$ cat src/ufe_defines.svh
// Register offsets, field positions and reset values of the front end
`ifndef UFE_DEFINES_SVH
`define UFE_DEFINES_SVH

`define UFE_ADDR_W        8
`define UFE_OFF_RESET     8'h00
`define UFE_OFF_FLAGS     8'h1c
`define UFE_OFF_STICKY    8'h20
`define UFE_OFF_MASKS     8'h24
`define UFE_OFF_SOF       8'h28
`define UFE_OFF_PID       8'h2c
`define UFE_OFF_EP        8'h30
`define UFE_OFF_EPMARK    8'h34
`define UFE_OFF_OTGMASK   8'h38
`define UFE_OFF_PWRSIG    8'h3c
`define UFE_OFF_PHYCTL    8'h40

`define UFE_NFLAGS        7
`define UFE_FLAG_TOKEN    6
`define UFE_FLAG_SE0      5
`define UFE_FLAG_K        4
`define UFE_FLAG_J        3
`define UFE_FLAG_CRC16    2
`define UFE_FLAG_RXACT    1
`define UFE_FLAG_RXERR    0

`define UFE_NPORTS        4
`define UFE_MASK_W        8
`define UFE_SOF_W         11
`define UFE_PID_W         4
`define UFE_EP_W          4
`define UFE_EP_VALID      4
`define UFE_EPMARK_W      16
`define UFE_EP_MARK_BIT   5'h10
`define UFE_PWRSIG_W      9

`define UFE_PHY_PD_DIS    18
`define UFE_PHY_RST_RES   13
`define UFE_PHY_K_RES     12
`define UFE_PHY_DLY_HI    11
`define UFE_PHY_DLY_LO    8
`define UFE_PHY_SUSP      7
`define UFE_PHY_CONF_HI   6
`define UFE_PHY_CONF_LO   4

`define UFE_RESET_VAL     32'h0000_0000
`define UFE_DLY_W         4
`define UFE_CNT_W         16

`endif

$ cat src/ufe_pkg.sv
// Types shared by the front-end status block
package ufe_pkg;
  typedef logic [31:0] ufe_word_t;
  typedef logic [7:0]  ufe_addr_t;
  typedef logic [1:0]  ufe_ls_t;
  typedef enum logic [1:0] {
    UFE_LS_SE0 = 2'b00,
    UFE_LS_J   = 2'b01,
    UFE_LS_K   = 2'b10,
    UFE_LS_SE1 = 2'b11
  } ufe_ls_e;
endpackage : ufe_pkg

$ cat src/ufe_flag_cell.sv
// One signal flag with sticky or overwrite behaviour
`timescale 1ns/100ps
module ufe_flag_cell (
  input  wire logic ref_clk,
  input  wire logic rst_n,
  input  wire logic ce,
  input  wire logic soft_rst,
  input  wire logic sticky,
  input  wire logic sig,
  input  wire logic packet_start,
  input  wire logic clear_w1c,
  output logic      flag
);
  import ufe_pkg::*;
  logic sig_prev;
  logic next_flag;
  logic next_sig_prev;

  always_comb begin
    next_flag     = flag;
    next_sig_prev = sig;
    if (soft_rst) begin
      next_flag     = 1'b0;
      next_sig_prev = 1'b0;
    end else if (sticky) begin
      next_flag = sig | (flag & ~clear_w1c);
    end else if (sig != sig_prev || packet_start) begin
      next_flag = sig;
    end else if (clear_w1c) begin
      next_flag = 1'b0;
    end
  end

  always_ff @(posedge ref_clk or negedge rst_n) begin
    if (!rst_n) begin
      flag     <= 1'b0;
      sig_prev <= 1'b0;
    end else if (ce) begin
      flag     <= next_flag;
      sig_prev <= next_sig_prev;
    end
  end

  sticky_hold_a: assert property (@(posedge ref_clk) disable iff (!rst_n)
    ce && sticky && flag && !clear_w1c && !soft_rst |=> flag)
    else $error("sticky flag lost its value");

  overwrite_a: assert property (@(posedge ref_clk) disable iff (!rst_n)
    ce && !sticky && !soft_rst && sig != sig_prev |=> flag == $past(sig))
    else $error("non-sticky flag did not follow its signal");

  packet_clear_a: assert property (@(posedge ref_clk) disable iff (!rst_n)
    ce && !sticky && !soft_rst && packet_start && !sig |=> !flag)
    else $error("non-sticky flag not cleared at packet start");
endmodule : ufe_flag_cell

$ cat src/ufe_ls_filter.sv
// Linestate filter: passes a new state after 2**N stable clocks
`timescale 1ns/100ps
`include "ufe_defines.svh"
module ufe_ls_filter #(
  parameter int CNT_W = `UFE_CNT_W
) (
  input  wire logic                  ref_clk,
  input  wire logic                  rst_n,
  input  wire logic                  ce,
  input  wire logic                  soft_rst,
  input  wire logic [`UFE_DLY_W-1:0] log2_delay,
  input  wire ufe_pkg::ufe_ls_t      ls_raw,
  output ufe_pkg::ufe_ls_t           ls_filt
);
  import ufe_pkg::*;
  ufe_ls_t          cand;
  logic [CNT_W-1:0] cnt;
  logic [CNT_W-1:0] limit_m1;
  ufe_ls_t          next_cand;
  ufe_ls_t          next_filt;
  logic [CNT_W-1:0] next_cnt;

  assign limit_m1 = CNT_W'(({{CNT_W{1'b0}}, 1'b1} << log2_delay)
                           - {{CNT_W{1'b0}}, 1'b1});

  always_comb begin
    next_cand = cand;
    next_cnt  = cnt;
    next_filt = ls_filt;
    if (soft_rst) begin
      next_cand = ufe_ls_t'(UFE_LS_SE0);
      next_cnt  = '0;
      next_filt = ufe_ls_t'(UFE_LS_SE0);
    end else if (ls_raw != cand) begin
      next_cand = ls_raw;
      next_cnt  = '0;
    end else if (cnt >= limit_m1) begin
      next_filt = cand;
    end else begin
      next_cnt = cnt + 1'b1;
    end
  end

  always_ff @(posedge ref_clk or negedge rst_n) begin
    if (!rst_n) begin
      cand    <= ufe_ls_t'(UFE_LS_SE0);
      cnt     <= '0;
      ls_filt <= ufe_ls_t'(UFE_LS_SE0);
    end else if (ce) begin
      cand    <= next_cand;
      cnt     <= next_cnt;
      ls_filt <= next_filt;
    end
  end

  filter_delay_a: assert property (@(posedge ref_clk) disable iff (!rst_n)
    ce && !soft_rst && ls_filt != cand && ls_raw == cand && cnt < limit_m1
    |=> ls_filt == $past(ls_filt))
    else $error("linestate passed before its stable delay");
endmodule : ufe_ls_filter

$ cat src/ufe_status_ctrl.sv
// Flag, mask, capture and transceiver-control registers of the front end
//
// How it works
// - A stickiness bit per flag makes that flag hold until software writes 1 to it.
// - A flag with stickiness 0 is overwritten by later changes of its signal.
// - Each of four event outputs is high when any flag picked by its 8-bit mask is high.
// - An 11-bit start-of-frame counter, read/write, sits in bits 10:0 and resets to 0.
// - The last received packet identifier is captured into a 4-bit read-only field.
// - The last endpoint is copied read-only with a valid bit in bit 4.
// - A 16-bit mask marks endpoints, which leave on the receive port ORed with 0x10.
// - Control bit 18 turns off the pulldowns on both data ports.
// - An automatic resume by SE0 sets control bit 13 until software writes 0.
// - An automatic resume by K sets control bit 12 until software writes 0.
// - A linestate change passes only after 2**N stable clocks, N in bits 11:8.
// - Control bit 7 hands resume to the suspend controller, else software polls.
// - Control bits 6:4 drive the three transceiver configuration pins.
// - Flags: 6 token, 5 SE0, 4 K, 3 J, 2 CRC16 failure, 1 rx active, 0 rx error.
// - Non-sticky flags reload from their signal when the next packet begins.
`timescale 1ns/100ps
`include "ufe_defines.svh"
module ufe_status_ctrl #(
  parameter int NPORTS = `UFE_NPORTS,
  parameter int CNT_W  = `UFE_CNT_W
) (
  input  wire logic                    ref_clk,
  input  wire logic                    rst_n,
  input  wire logic                    ce,
  input  wire ufe_pkg::ufe_addr_t      reg_addr,
  input  wire logic                    reg_wr_en,
  input  wire logic                    reg_rd_en,
  input  wire ufe_pkg::ufe_word_t      reg_wdata,
  output ufe_pkg::ufe_word_t           reg_rdata,
  output logic                         reg_rvalid,
  input  wire logic                    token_ok_in,
  input  wire ufe_pkg::ufe_ls_t        linestate_in,
  input  wire logic                    crc16_fail_in,
  input  wire logic                    receive_active_in,
  input  wire logic                    receive_error_in,
  input  wire logic                    packet_start_in,
  input  wire logic                    pid_valid_in,
  input  wire logic [`UFE_PID_W-1:0]   pid_in,
  input  wire logic                    ep_valid_in,
  input  wire logic [`UFE_EP_W-1:0]    ep_in,
  input  wire logic                    sof_valid_in,
  input  wire logic [`UFE_SOF_W-1:0]   sof_frame_in,
  input  wire logic                    resume_se0_in,
  input  wire logic                    resume_k_in,
  output logic                         event_out_a,
  output logic                         event_out_b,
  output logic                         event_out_c,
  output logic                         event_out_d,
  output logic [`UFE_EP_W:0]           rx_endpoint_out,
  output ufe_pkg::ufe_ls_t             linestate_filt,
  output logic                         data_port_low_pd_dis,
  output logic                         data_port_high_pd_dis,
  output logic                         suspend_resume_en,
  output logic [2:0]                   transceiver_config_pins
);
  import ufe_pkg::*;

  logic                       soft_rst;
  logic                       wr_flags;
  logic [`UFE_NFLAGS-1:0]     signal_flags;
  logic [`UFE_NFLAGS-1:0]     flag_sig;
  logic [NPORTS-1:0]          event_out;
  logic [`UFE_NFLAGS-1:0]     flag_stickiness;
  logic [NPORTS*`UFE_MASK_W-1:0] event_port_masks;
  logic [`UFE_SOF_W-1:0]      frame_start_count;
  logic [`UFE_PID_W-1:0]      last_packet_ident;
  logic [`UFE_EP_W:0]         last_endpoint;
  logic [`UFE_EPMARK_W-1:0]   endpoint_marking;
  ufe_word_t                  otg_flag_mask;
  logic [`UFE_PWRSIG_W-1:0]   power_signalling;
  ufe_word_t                  transceiver_control;
  ufe_word_t                  rd_mux;

  logic [`UFE_NFLAGS-1:0]     next_stickiness;
  logic [NPORTS*`UFE_MASK_W-1:0] next_masks;
  logic [`UFE_SOF_W-1:0]      next_sof;
  logic [`UFE_PID_W-1:0]      next_pid;
  logic [`UFE_EP_W:0]         next_ep;
  logic [`UFE_EP_W:0]         next_rx_ep;
  logic [`UFE_EPMARK_W-1:0]   next_epmark;
  ufe_word_t                  next_otg;
  logic [`UFE_PWRSIG_W-1:0]   next_pwrsig;
  ufe_word_t                  next_phy;
  ufe_word_t                  next_rdata;
  logic                       next_rvalid;

  // Front-end reset: any write to the reset word
  assign soft_rst = reg_wr_en && reg_addr == `UFE_OFF_RESET;
  assign wr_flags = reg_wr_en && reg_addr == `UFE_OFF_FLAGS;

  // Monitored signals behind each flag
  always_comb begin
    flag_sig = '0;
    flag_sig[`UFE_FLAG_TOKEN] = token_ok_in;
    flag_sig[`UFE_FLAG_SE0]   = linestate_filt == ufe_ls_t'(UFE_LS_SE0);
    flag_sig[`UFE_FLAG_K]     = linestate_filt == ufe_ls_t'(UFE_LS_K);
    flag_sig[`UFE_FLAG_J]     = linestate_filt == ufe_ls_t'(UFE_LS_J);
    flag_sig[`UFE_FLAG_CRC16] = crc16_fail_in;
    flag_sig[`UFE_FLAG_RXACT] = receive_active_in;
    flag_sig[`UFE_FLAG_RXERR] = receive_error_in;
  end

  for (genvar f = 0; f < `UFE_NFLAGS; f++) begin : g_flag
    ufe_flag_cell u_cell (
      .ref_clk      (ref_clk),
      .rst_n        (rst_n),
      .ce           (ce),
      .soft_rst     (soft_rst),
      .sticky       (flag_stickiness[f]),
      .sig          (flag_sig[f]),
      .packet_start (packet_start_in),
      .clear_w1c    (wr_flags && reg_wdata[f]),
      .flag         (signal_flags[f])
    );
  end

  // Event outputs straight from flags and masks
  for (genvar p = 0; p < NPORTS; p++) begin : g_port
    assign event_out[p] = |(event_port_masks[p*`UFE_MASK_W +: `UFE_NFLAGS]
                            & signal_flags);
  end
  assign event_out_a = event_out[0];
  assign event_out_b = event_out[1];
  assign event_out_c = event_out[2];
  assign event_out_d = event_out[3];

  ufe_ls_filter #(
    .CNT_W (CNT_W)
  ) u_filter (
    .ref_clk    (ref_clk),
    .rst_n      (rst_n),
    .ce         (ce),
    .soft_rst   (soft_rst),
    .log2_delay (transceiver_control[`UFE_PHY_DLY_HI:`UFE_PHY_DLY_LO]),
    .ls_raw     (linestate_in),
    .ls_filt    (linestate_filt)
  );

  // Transceiver-side controls
  assign data_port_low_pd_dis    = transceiver_control[`UFE_PHY_PD_DIS];
  assign data_port_high_pd_dis   = transceiver_control[`UFE_PHY_PD_DIS];
  assign suspend_resume_en       = transceiver_control[`UFE_PHY_SUSP];
  assign transceiver_config_pins =
    transceiver_control[`UFE_PHY_CONF_HI:`UFE_PHY_CONF_LO];

  // Register writes and hardware captures
  always_comb begin
    next_stickiness = flag_stickiness;
    next_masks      = event_port_masks;
    next_sof        = frame_start_count;
    next_pid        = last_packet_ident;
    next_ep         = last_endpoint;
    next_rx_ep      = rx_endpoint_out;
    next_epmark     = endpoint_marking;
    next_otg        = otg_flag_mask;
    next_pwrsig     = power_signalling;
    next_phy        = transceiver_control;
    if (reg_wr_en) begin
      unique case (reg_addr)
        `UFE_OFF_STICKY:  next_stickiness = reg_wdata[`UFE_NFLAGS-1:0];
        `UFE_OFF_MASKS:   next_masks = reg_wdata;
        `UFE_OFF_SOF:     next_sof = reg_wdata[`UFE_SOF_W-1:0];
        `UFE_OFF_EPMARK:  next_epmark = reg_wdata[`UFE_EPMARK_W-1:0];
        `UFE_OFF_OTGMASK: next_otg = reg_wdata;
        `UFE_OFF_PWRSIG:  next_pwrsig = reg_wdata[`UFE_PWRSIG_W-1:0];
        `UFE_OFF_PHYCTL: begin
          next_phy = `UFE_RESET_VAL;
          next_phy[`UFE_PHY_PD_DIS]  = reg_wdata[`UFE_PHY_PD_DIS];
          next_phy[`UFE_PHY_RST_RES] = reg_wdata[`UFE_PHY_RST_RES];
          next_phy[`UFE_PHY_K_RES]   = reg_wdata[`UFE_PHY_K_RES];
          next_phy[`UFE_PHY_DLY_HI:`UFE_PHY_DLY_LO] =
            reg_wdata[`UFE_PHY_DLY_HI:`UFE_PHY_DLY_LO];
          next_phy[`UFE_PHY_SUSP:`UFE_PHY_CONF_LO] =
            reg_wdata[`UFE_PHY_SUSP:`UFE_PHY_CONF_LO];
        end
        default: ;
      endcase
    end
    // Hardware events win over a register write in the same cycle; a front-end reset wins over both
    if (sof_valid_in) begin
      next_sof = sof_frame_in;
    end
    if (pid_valid_in) begin
      next_pid = pid_in;
    end
    if (ep_valid_in) begin
      next_ep = {1'b1, ep_in};
      next_rx_ep = {1'b0, ep_in}
                   | (endpoint_marking[ep_in] ? `UFE_EP_MARK_BIT : 5'h00);
    end
    if (resume_se0_in) begin
      next_phy[`UFE_PHY_RST_RES] = 1'b1;
    end
    if (resume_k_in) begin
      next_phy[`UFE_PHY_K_RES] = 1'b1;
    end
    if (soft_rst) begin
      next_stickiness = '0;
      next_masks      = '0;
      next_sof        = '0;
      next_pid        = '0;
      next_ep         = '0;
      next_rx_ep      = '0;
      next_epmark     = '0;
      next_otg        = `UFE_RESET_VAL;
      next_pwrsig     = '0;
      next_phy        = `UFE_RESET_VAL;
    end
  end

  always_ff @(posedge ref_clk or negedge rst_n) begin
    if (!rst_n) begin
      flag_stickiness     <= '0;
      event_port_masks    <= '0;
      frame_start_count   <= '0;
      last_packet_ident   <= '0;
      last_endpoint       <= '0;
      rx_endpoint_out     <= '0;
      endpoint_marking    <= '0;
      otg_flag_mask       <= `UFE_RESET_VAL;
      power_signalling    <= '0;
      transceiver_control <= `UFE_RESET_VAL;
    end else if (ce) begin
      flag_stickiness     <= next_stickiness;
      event_port_masks    <= next_masks;
      frame_start_count   <= next_sof;
      last_packet_ident   <= next_pid;
      last_endpoint       <= next_ep;
      rx_endpoint_out     <= next_rx_ep;
      endpoint_marking    <= next_epmark;
      otg_flag_mask       <= next_otg;
      power_signalling    <= next_pwrsig;
      transceiver_control <= next_phy;
    end
  end

  // Read path, one cycle after the read strobe
  always_comb begin
    rd_mux = '0;
    unique case (reg_addr)
      `UFE_OFF_FLAGS:   rd_mux[`UFE_NFLAGS-1:0] = signal_flags;
      `UFE_OFF_STICKY:  rd_mux[`UFE_NFLAGS-1:0] = flag_stickiness;
      `UFE_OFF_MASKS:   rd_mux = event_port_masks;
      `UFE_OFF_SOF:     rd_mux[`UFE_SOF_W-1:0] = frame_start_count;
      `UFE_OFF_PID:     rd_mux[`UFE_PID_W-1:0] = last_packet_ident;
      `UFE_OFF_EP:      rd_mux[`UFE_EP_W:0] = last_endpoint;
      `UFE_OFF_EPMARK:  rd_mux[`UFE_EPMARK_W-1:0] = endpoint_marking;
      `UFE_OFF_OTGMASK: rd_mux = otg_flag_mask;
      `UFE_OFF_PWRSIG:  rd_mux[`UFE_PWRSIG_W-1:0] = power_signalling;
      `UFE_OFF_PHYCTL:  rd_mux = transceiver_control;
      default:          rd_mux = '0;
    endcase
    next_rdata  = reg_rd_en ? rd_mux : reg_rdata;
    next_rvalid = reg_rd_en;
  end

  always_ff @(posedge ref_clk or negedge rst_n) begin
    if (!rst_n) begin
      reg_rdata  <= '0;
      reg_rvalid <= 1'b0;
    end else if (ce) begin
      reg_rdata  <= next_rdata;
      reg_rvalid <= next_rvalid;
    end
  end

  event_mask_a: assert property (@(posedge ref_clk) disable iff (!rst_n)
    event_out_b == |(event_port_masks[`UFE_MASK_W +: `UFE_NFLAGS]
                     & signal_flags))
    else $error("event output b does not match its mask");

  sof_load_a: assert property (@(posedge ref_clk) disable iff (!rst_n)
    ce && sof_valid_in && !soft_rst |=> frame_start_count == $past(sof_frame_in))
    else $error("frame counter did not load");

  pid_capture_a: assert property (@(posedge ref_clk) disable iff (!rst_n)
    ce && pid_valid_in && !soft_rst |=> last_packet_ident == $past(pid_in))
    else $error("packet identifier not captured");

  ep_valid_a: assert property (@(posedge ref_clk) disable iff (!rst_n)
    ce && ep_valid_in && !soft_rst
    |=> last_endpoint == {1'b1, $past(ep_in)})
    else $error("endpoint copy or valid bit wrong");

  ep_mark_a: assert property (@(posedge ref_clk) disable iff (!rst_n)
    ce && ep_valid_in && !soft_rst
    |=> rx_endpoint_out[`UFE_EP_W] == $past(endpoint_marking[ep_in]))
    else $error("endpoint marking wrong on receive port");

  se0_resume_a: assert property (@(posedge ref_clk) disable iff (!rst_n)
    ce && resume_se0_in && !soft_rst
    |=> transceiver_control[`UFE_PHY_RST_RES])
    else $error("reset-resume cause bit not set");

  se0_hold_a: assert property (@(posedge ref_clk) disable iff (!rst_n)
    ce && transceiver_control[`UFE_PHY_RST_RES] && !soft_rst
    && !(reg_wr_en && reg_addr == `UFE_OFF_PHYCTL)
    |=> transceiver_control[`UFE_PHY_RST_RES])
    else $error("reset-resume cause bit lost");

  k_resume_a: assert property (@(posedge ref_clk) disable iff (!rst_n)
    ce && resume_k_in && !soft_rst |=> transceiver_control[`UFE_PHY_K_RES])
    else $error("K-resume cause bit not set");

  conf_pins_a: assert property (@(posedge ref_clk) disable iff (!rst_n)
    ce && reg_wr_en && reg_addr == `UFE_OFF_PHYCTL
    |=> transceiver_config_pins
        == $past(reg_wdata[`UFE_PHY_CONF_HI:`UFE_PHY_CONF_LO]))
    else $error("configuration pins do not follow control bits");

  pulldown_a: assert property (@(posedge ref_clk) disable iff (!rst_n)
    data_port_low_pd_dis == transceiver_control[`UFE_PHY_PD_DIS]
    && data_port_high_pd_dis == data_port_low_pd_dis)
    else $error("pulldown disables disagree");

  soft_reset_a: assert property (@(posedge ref_clk) disable iff (!rst_n)
    ce && soft_rst |=> transceiver_control == `UFE_RESET_VAL
                       && event_port_masks == '0 && signal_flags == '0)
    else $error("front-end reset left state behind");
endmodule : ufe_status_ctrl

$ cat config.mk
export PLATFORM = sky130hd
export DESIGN_NAME = ufe_status_ctrl
export DESIGN_NICKNAME = d
export VERILOG_FILES = /design/src/ufe_pkg.sv /design/src/ufe_flag_cell.sv /design/src/ufe_ls_filter.sv /design/src/ufe_status_ctrl.sv
export VERILOG_INCLUDE_DIRS = /design/src /design/src/src
export SDC_FILE = /design/constraint.sdc
export NUM_CORES = 1
export LEC_CHECK = 0
export BUFFER_PORTS_ARGS = -buffer_cell sky130_fd_sc_hd__buf_2
export CAP_MARGIN = 30
export CELL_PAD_IN_SITES_DETAIL_PLACEMENT = 0
export CELL_PAD_IN_SITES_GLOBAL_PLACEMENT = 1
export CORE_UTILIZATION = 35
export DETAILED_ROUTE_END_ITERATION = 16
export PLACE_DENSITY_LB_ADDON = 0.2
export SYNTH_ARGS = -nofsm -noshare
export SYNTH_HDL_FRONTEND = slang
export SYNTH_SLANG_ARGS = --single-unit
$ cat constraint.sdc
create_clock -name ref_clk -period 3.3 [get_ports ref_clk]
set_clock_uncertainty 0.15 [all_clocks]
set_input_delay 0.165 -clock ref_clk [delete_from_list [all_inputs] [get_ports ref_clk]]
set_output_delay 0.165 -clock ref_clk [all_outputs]
set_load 0.005 [all_outputs]
Yosys cells after proc, flatten, opt, wreduce, memory -nomap -nowiden --
Index checks and enable logic that the tools add are counted.
Cells by class: mux-type cells 83, order comparisons 2, reductions and logical operators 68, shifts and indexed selects 1, bitwise gates (word level) 26, add/sub/neg operators 2, eq/ne operators 22
Operators with widths (number):
- $mux W32 | 9
- $mux W16 | 6
- $eq A8 B6 Y1 const B | 8
- $pmux W16 S3 | 1
- $mux W11 | 4
- $pmux W4 S10 | 1
- $mux W1 | 38
- $reduce_and A3 Y1 | 10
- $and A7 B7 Y7 | 4
- $reduce_bool A4 Y1 | 7
- $reduce_or A7 Y1 | 4
- $mux W9 | 3
- $mux W5 | 5
- $reduce_and A2 Y1 | 12
- $reduce_bool A2 Y1 | 11
- $mux W7 | 3
- $pmux W5 S4 | 1
- $reduce_bool A3 Y1 | 6
- $add A16 B1 Y16 const B | 1
- $ge A16 B16 Y1 | 1
- $pmux W2 S8 | 1
- $shl A1 B4 Y16 const A | 1
- $sub A16 B1 Y16 const B | 1
- $pmux W2 S6 | 1
- other kinds (22) | 65
Word-level totals: register bits after elaboration 220, word-level logic and storage cells 235

Logic depth before layout (Yosys ltp) --
word-level depth 8, mapped depth 17, gate-level depth less buffers 14

Cells and area by module --
From an unflattened synthesis, not the netlist that was laid out.
Second synthesis, totals: cells, all modules 1062, area, all modules 10093.4 um^2
By module, submodules not included:
- ufe_status_ctrl | cells each 771, seq. area each 4028.9 um^2, instances 1, area an instance 7558.5 um^2
- ufe_ls_filter | cells each 207, seq. area each 500.5 um^2, instances 1, area an instance 1808.0 um^2
- ufe_flag_cell | cells each 12, seq. area each 50.0 um^2, instances 7, area an instance 103.8 um^2

Worst setup path after synthesis --
OpenSTA, ideal clock, no wires.
kind reg-to-reg, start point register transceiver_control[11], end point register u_filter.cnt[11], setup time 66 ps, path buffers 3, cell stages (with the launch flop) 18, arrival time 3415 ps, period minus slack after synthesis 3631 ps, setup slack -331 ps, path through dfrtp_1 > clkbuf_1 > clkbuf_1 > nor3_1 > nand2_1 > ha_1 > clkbuf_1 > nor2_1 > nand3_1 > a21oi_1 > nor2_1 > ha_1 > nand4_1 > o21bai_1 > or2_2 > nand4b_2 > or4_1 > nand2_1
Between the ends: word-level cells in the longest chain between the ends 5
Ends and longest elaborated chain:
- from (decl) | line ufe_status_ctrl.sv:74 | ufe_word_t transceiver_control;
- from (signal assigned) | line ufe_status_ctrl.sv:225 | transceiver_control <= `UFE_RESET_VAL;
- from (signal assigned) | line ufe_status_ctrl.sv:236 | transceiver_control <= next_phy;
- $shl A1 B4 Y16 | line ufe_ls_filter.sv:23 | assign limit_m1 = CNT_W'(({{CNT_W{1'b0}}, 1'b1} << log2_delay)
- $sub A16 B1 Y16 | line ufe_ls_filter.sv:24 | - {{CNT_W{1'b0}}, 1'b1});
- $ge A16 B16 Y1 | line ufe_ls_filter.sv:37 | end else if (cnt >= limit_m1) begin
- $ne A3 B2 Y1 (no line)
- $reduce_and A2 Y1 (no line)
- to (signal assigned) | line ufe_ls_filter.sv:51 | cnt <= next_cnt;
- to (decl) | line ufe_ls_filter.sv:17 | logic [CNT_W-1:0] cnt;
Every way passes these cells. A chain may end at the register's enable or synchronous reset.

Worst setup path in the final report --
start point register transceiver_control[10], end point register u_filter.cnt[0]
Same word-level chain as after synthesis.

==> reports/summary.txt <==
M1 GR Usage -> 31.6%
Most common cell in the synthesized netlist -> nand2_1
Met2 usage -> 37.9%
Synthesized instance count -> 1054
Worst slack at placement -> -14.9 ps
Worst skew pair latency -> 440 ps
Setup Viol. Count Final -> 5
HP Start -> reg_wdata[0]
RSZ-0062 raised after global routing -> true
# H-tree levels -> 4
Tot Pwr -> 5.68 mW
Synth warn -> 0
Most frequent cells after synthesis -> nand2_1, dfrtp_1, o21ai_0
Synth cell types -> 70
IR drop worst, VDD -> 0.329 mV
Register share of total power -> 49.1%
Starting density of the core -> 35.5%
Synthesized flop and latch total -> 195
Area share of the largest cell type after synthesis -> 49.6%
Status -> complete, but fails checks
Crit Path Max Fanout -> 6
Number of DRC violations after detailed-routing iteration 0 -> 775
Fmax -> 301 MHz
Crit path to -> u_filter.cnt[0]$_DFFE_PN0P_
Largest net degree at the start of global routing -> 101
Die width -> 170 µm
TritonCTS Buffers -> 17
Mean Syn Cell Area -> 9.33 µm²
DRC -> 0
Reg2reg start -> transceiver_control[10]$_DFFE_PN0P_
Fin. max-slew vios -> 0
DPL Wire Length -> 22.7 mm
GRT busiest layer -> met2
Fin nets -> 1340
Worst Reg-to-Reg Cells -> 13
Ys flop type -> dfrtp_1
Die span in y -> 170 µm
R2r setup slk -> -30 ps
PortBufs -> 125
Detailed-route via count -> 8769
Max cap viols -> 0
Site Rows -> 61
Wire per inst -> 19.9 µm
Number of I/O pins -> 126
Sw frac -> 30.2%
CP endpoint kind -> flip-flop
Core ar. -> 0.0277 mm²
Logic pwr share -> 15.2%
Slew @ Worst Pin -> 882 ps
Placed Cells -> 1520
CP arrival -> 3490 ps
Clock network power share -> 35.7%
Sw power -> 1.72 mW
Pint -> 3.97 mW
Setup TNS -> -85.6 ps
Initial antenna violation count -> 0
Root Driver -> clkbuf_16
P&R area growth vs syn -> 27.0%
Critical path class -> reg2reg
Pwr/cell area -> 455 mW/mm²
Diodes inserted -> 0
GP Congestion -> 0.817
Post-synth ARST share -> 100%
Worst Setup SP -> transceiver_control[10]$_DFFE_PN0P_
HP Class -> in2reg
Synth Net Count -> 1148
Final WL -> 32.5 mm
Clock sink count -> 195
Final WS setup -> -27.5 ps
FILL cells -> 2746
Vias in the first global route -> 8514
Synth area leader -> dfrtp_1
Pleak -> 5.69 nW
Die Footprint -> 0.0288 mm²
Slew Limit Headroom -> 41.2%
Final hold violations -> 0
Worst Setup Start Kind -> flip-flop
Via/cell ratio -> 5.36
Global route total overflow -> 0
CP required -> 3460 ps
Failing checks -> negative setup slack
Post-synth EDFFs -> 0
Antenna-violating nets left -> 0
Dominant cells by area after synthesis -> dfrtp_1, nand2_1, o21ai_0
Worst-case clock buffer depth -> 2
R2r endpoint -> u_filter.cnt[0]$_DFFE_PN0P_
Tot GR Track Use -> 23.1%
First-pass GRT wire length -> 50.2 mm
Fraction of layout cells with a size suffix above 1 -> 20.6%
First-pass DRT Iterations -> 7
Synthesized area -> 0.00984 mm²
Routing usage on met3 -> 3.19%
Final critical-path required period -> 3330 ps
Final period util -> 101%
TritonCTS clock tree -> yes
Fin cells -> 1637
CTS clk-pin slew, worst paths -> 70 ps
Hold Slack -> 28.2 ps
Register area share after synthesis -> 49.6%
## metal layers
metal	wire length (µm)	part of all wire (%)
met1	14600	45
met2	15600	48
met3	1610	5.0
met4	689	2.1
met5	0	0
## layout by cell type (no fill, tap or decap), types with 5 or more instances in the layout
cell and n:
mux2_2 9, nand4_1 10, clkbuf_16 17, o21ai_1 27, or3_1 5, dlygate4sd3_1 76, buf_4 41, a32o_1 11
nand2_1 228, nor2_2 5, a222oi_1 13, a21o_1 7, nor2_1 25, or4_1 7, ha_1 17, nand2_2 5
nor3_1 10, dfrtp_1 195, a22o_1 21, o21ai_0 149, a21oi_1 32, buf_2 124, nand3_1 29, inv_1 12
xnor2_1 5, a22oi_1 30, o211ai_1 8, o2bb2ai_1 5, mux2i_1 17, and3_1 6, mux4_2 5
## critical path, cell delays in order, from the launching register on
cell and delay (ps):
dfrtp_1 410, nor3_4 230, nand2_2 110, ha_4 190, or2_4 260, a21oi_1 130, nor2_1 60, ha_1 310
nand4_1 230, o21bai_2 130, nor3_1 320, nand3_1 200, a21o_1 220, mux2_2 260
## cell families (layout without fill, tap and decap cells)
family	Yosys count	in the layout	share of synthesized area (%)
AOI/OAI and AO/OA	349	349	22.4
muxes	31	31	3.90
adders and majority gates	18	18	2.29
other	1	1	0.0381
DFF	195	195	49.6
buffers and inverters	89	293	4.17
xor gates and xnor gates	7	7	0.623
and+or+nand+nor	364	365	17.0
## final cells by class
| type | count | area [µm²] | area share [%] |
|---|---|---|---|
| Clock buffer | 19 | 443 | 3.55 |
| Clock inverter | 13 | 118 | 0.942 |
| Inverter | 13 | 48.8 | 0.391 |
| Multi-Input combinational cell | 771 | 4720 | 37.8 |
| Sequential cell | 195 | 4880 | 39.1 |
| Tap cell | 378 | 473 | 3.79 |
| Timing Repair Buffer | 248 | 1800 | 14.4 |
## sequential cells by signal (all words and copies together), names as in the netlist, 9 cells and up
name / cells
frame_start_count: 11
power_signalling: 9
otg_flag_mask: 32
u_filter.cnt: 16
endpoint_marking: 16
reg_rdata: 32
event_port_masks: 32
transceiver_control: 11
## per-stage QoR
stage / instance area, µm² / util, %
2_1_floorplan: 9910 / -
3_3_place_gp: 11000 / 39.6
3_5_place_dp: 11000 / 39.7
4_1_cts: 12300 / 44.5
5_1_grt: 12500 / 45.1
6_report: 12500 / 45.1
## power groups by stage
stage	registers, mW	logic, mW	clock network, mW
after global placement	2.83	0.735	0
after detailed placement	2.83	0.742	0
after global routing	2.80	0.965	2.17
final	2.79	0.863	2.03
after CTS	2.79	0.829	2.08
after floorplan	2.71	0.469	0
## worst min path at each step
| stage | endpoint | depth (start not counted) |
|---|---|---|
| after floorplan | endpoint_marking[0]$_DFFE_PN0P_ | 0 |
| after global placement | u_filter.cnt[7]$_DFFE_PN0P_ | 1 |
| after detailed placement | u_filter.cnt[7]$_DFFE_PN0P_ | 1 |
| after CTS | otg_flag_mask[0]$_DFFE_PN0P_ | 3 |
| after global routing | power_signalling[0]$_DFFE_PN0P_ | 3 |
| final | event_port_masks[0]$_DFFE_PN0P_ | 3 |
## what timing repair did
item                       4_1_cts  5_1_grt
gates cloned                     0        1
pin swaps                        3       19
resized for setup                1       26
setup endpoints to repair        3       18
hold endpoints to repair       197        0
setup buffers                    1        7
hold buffers                    76        0
(Power assumes the default switching activity.)
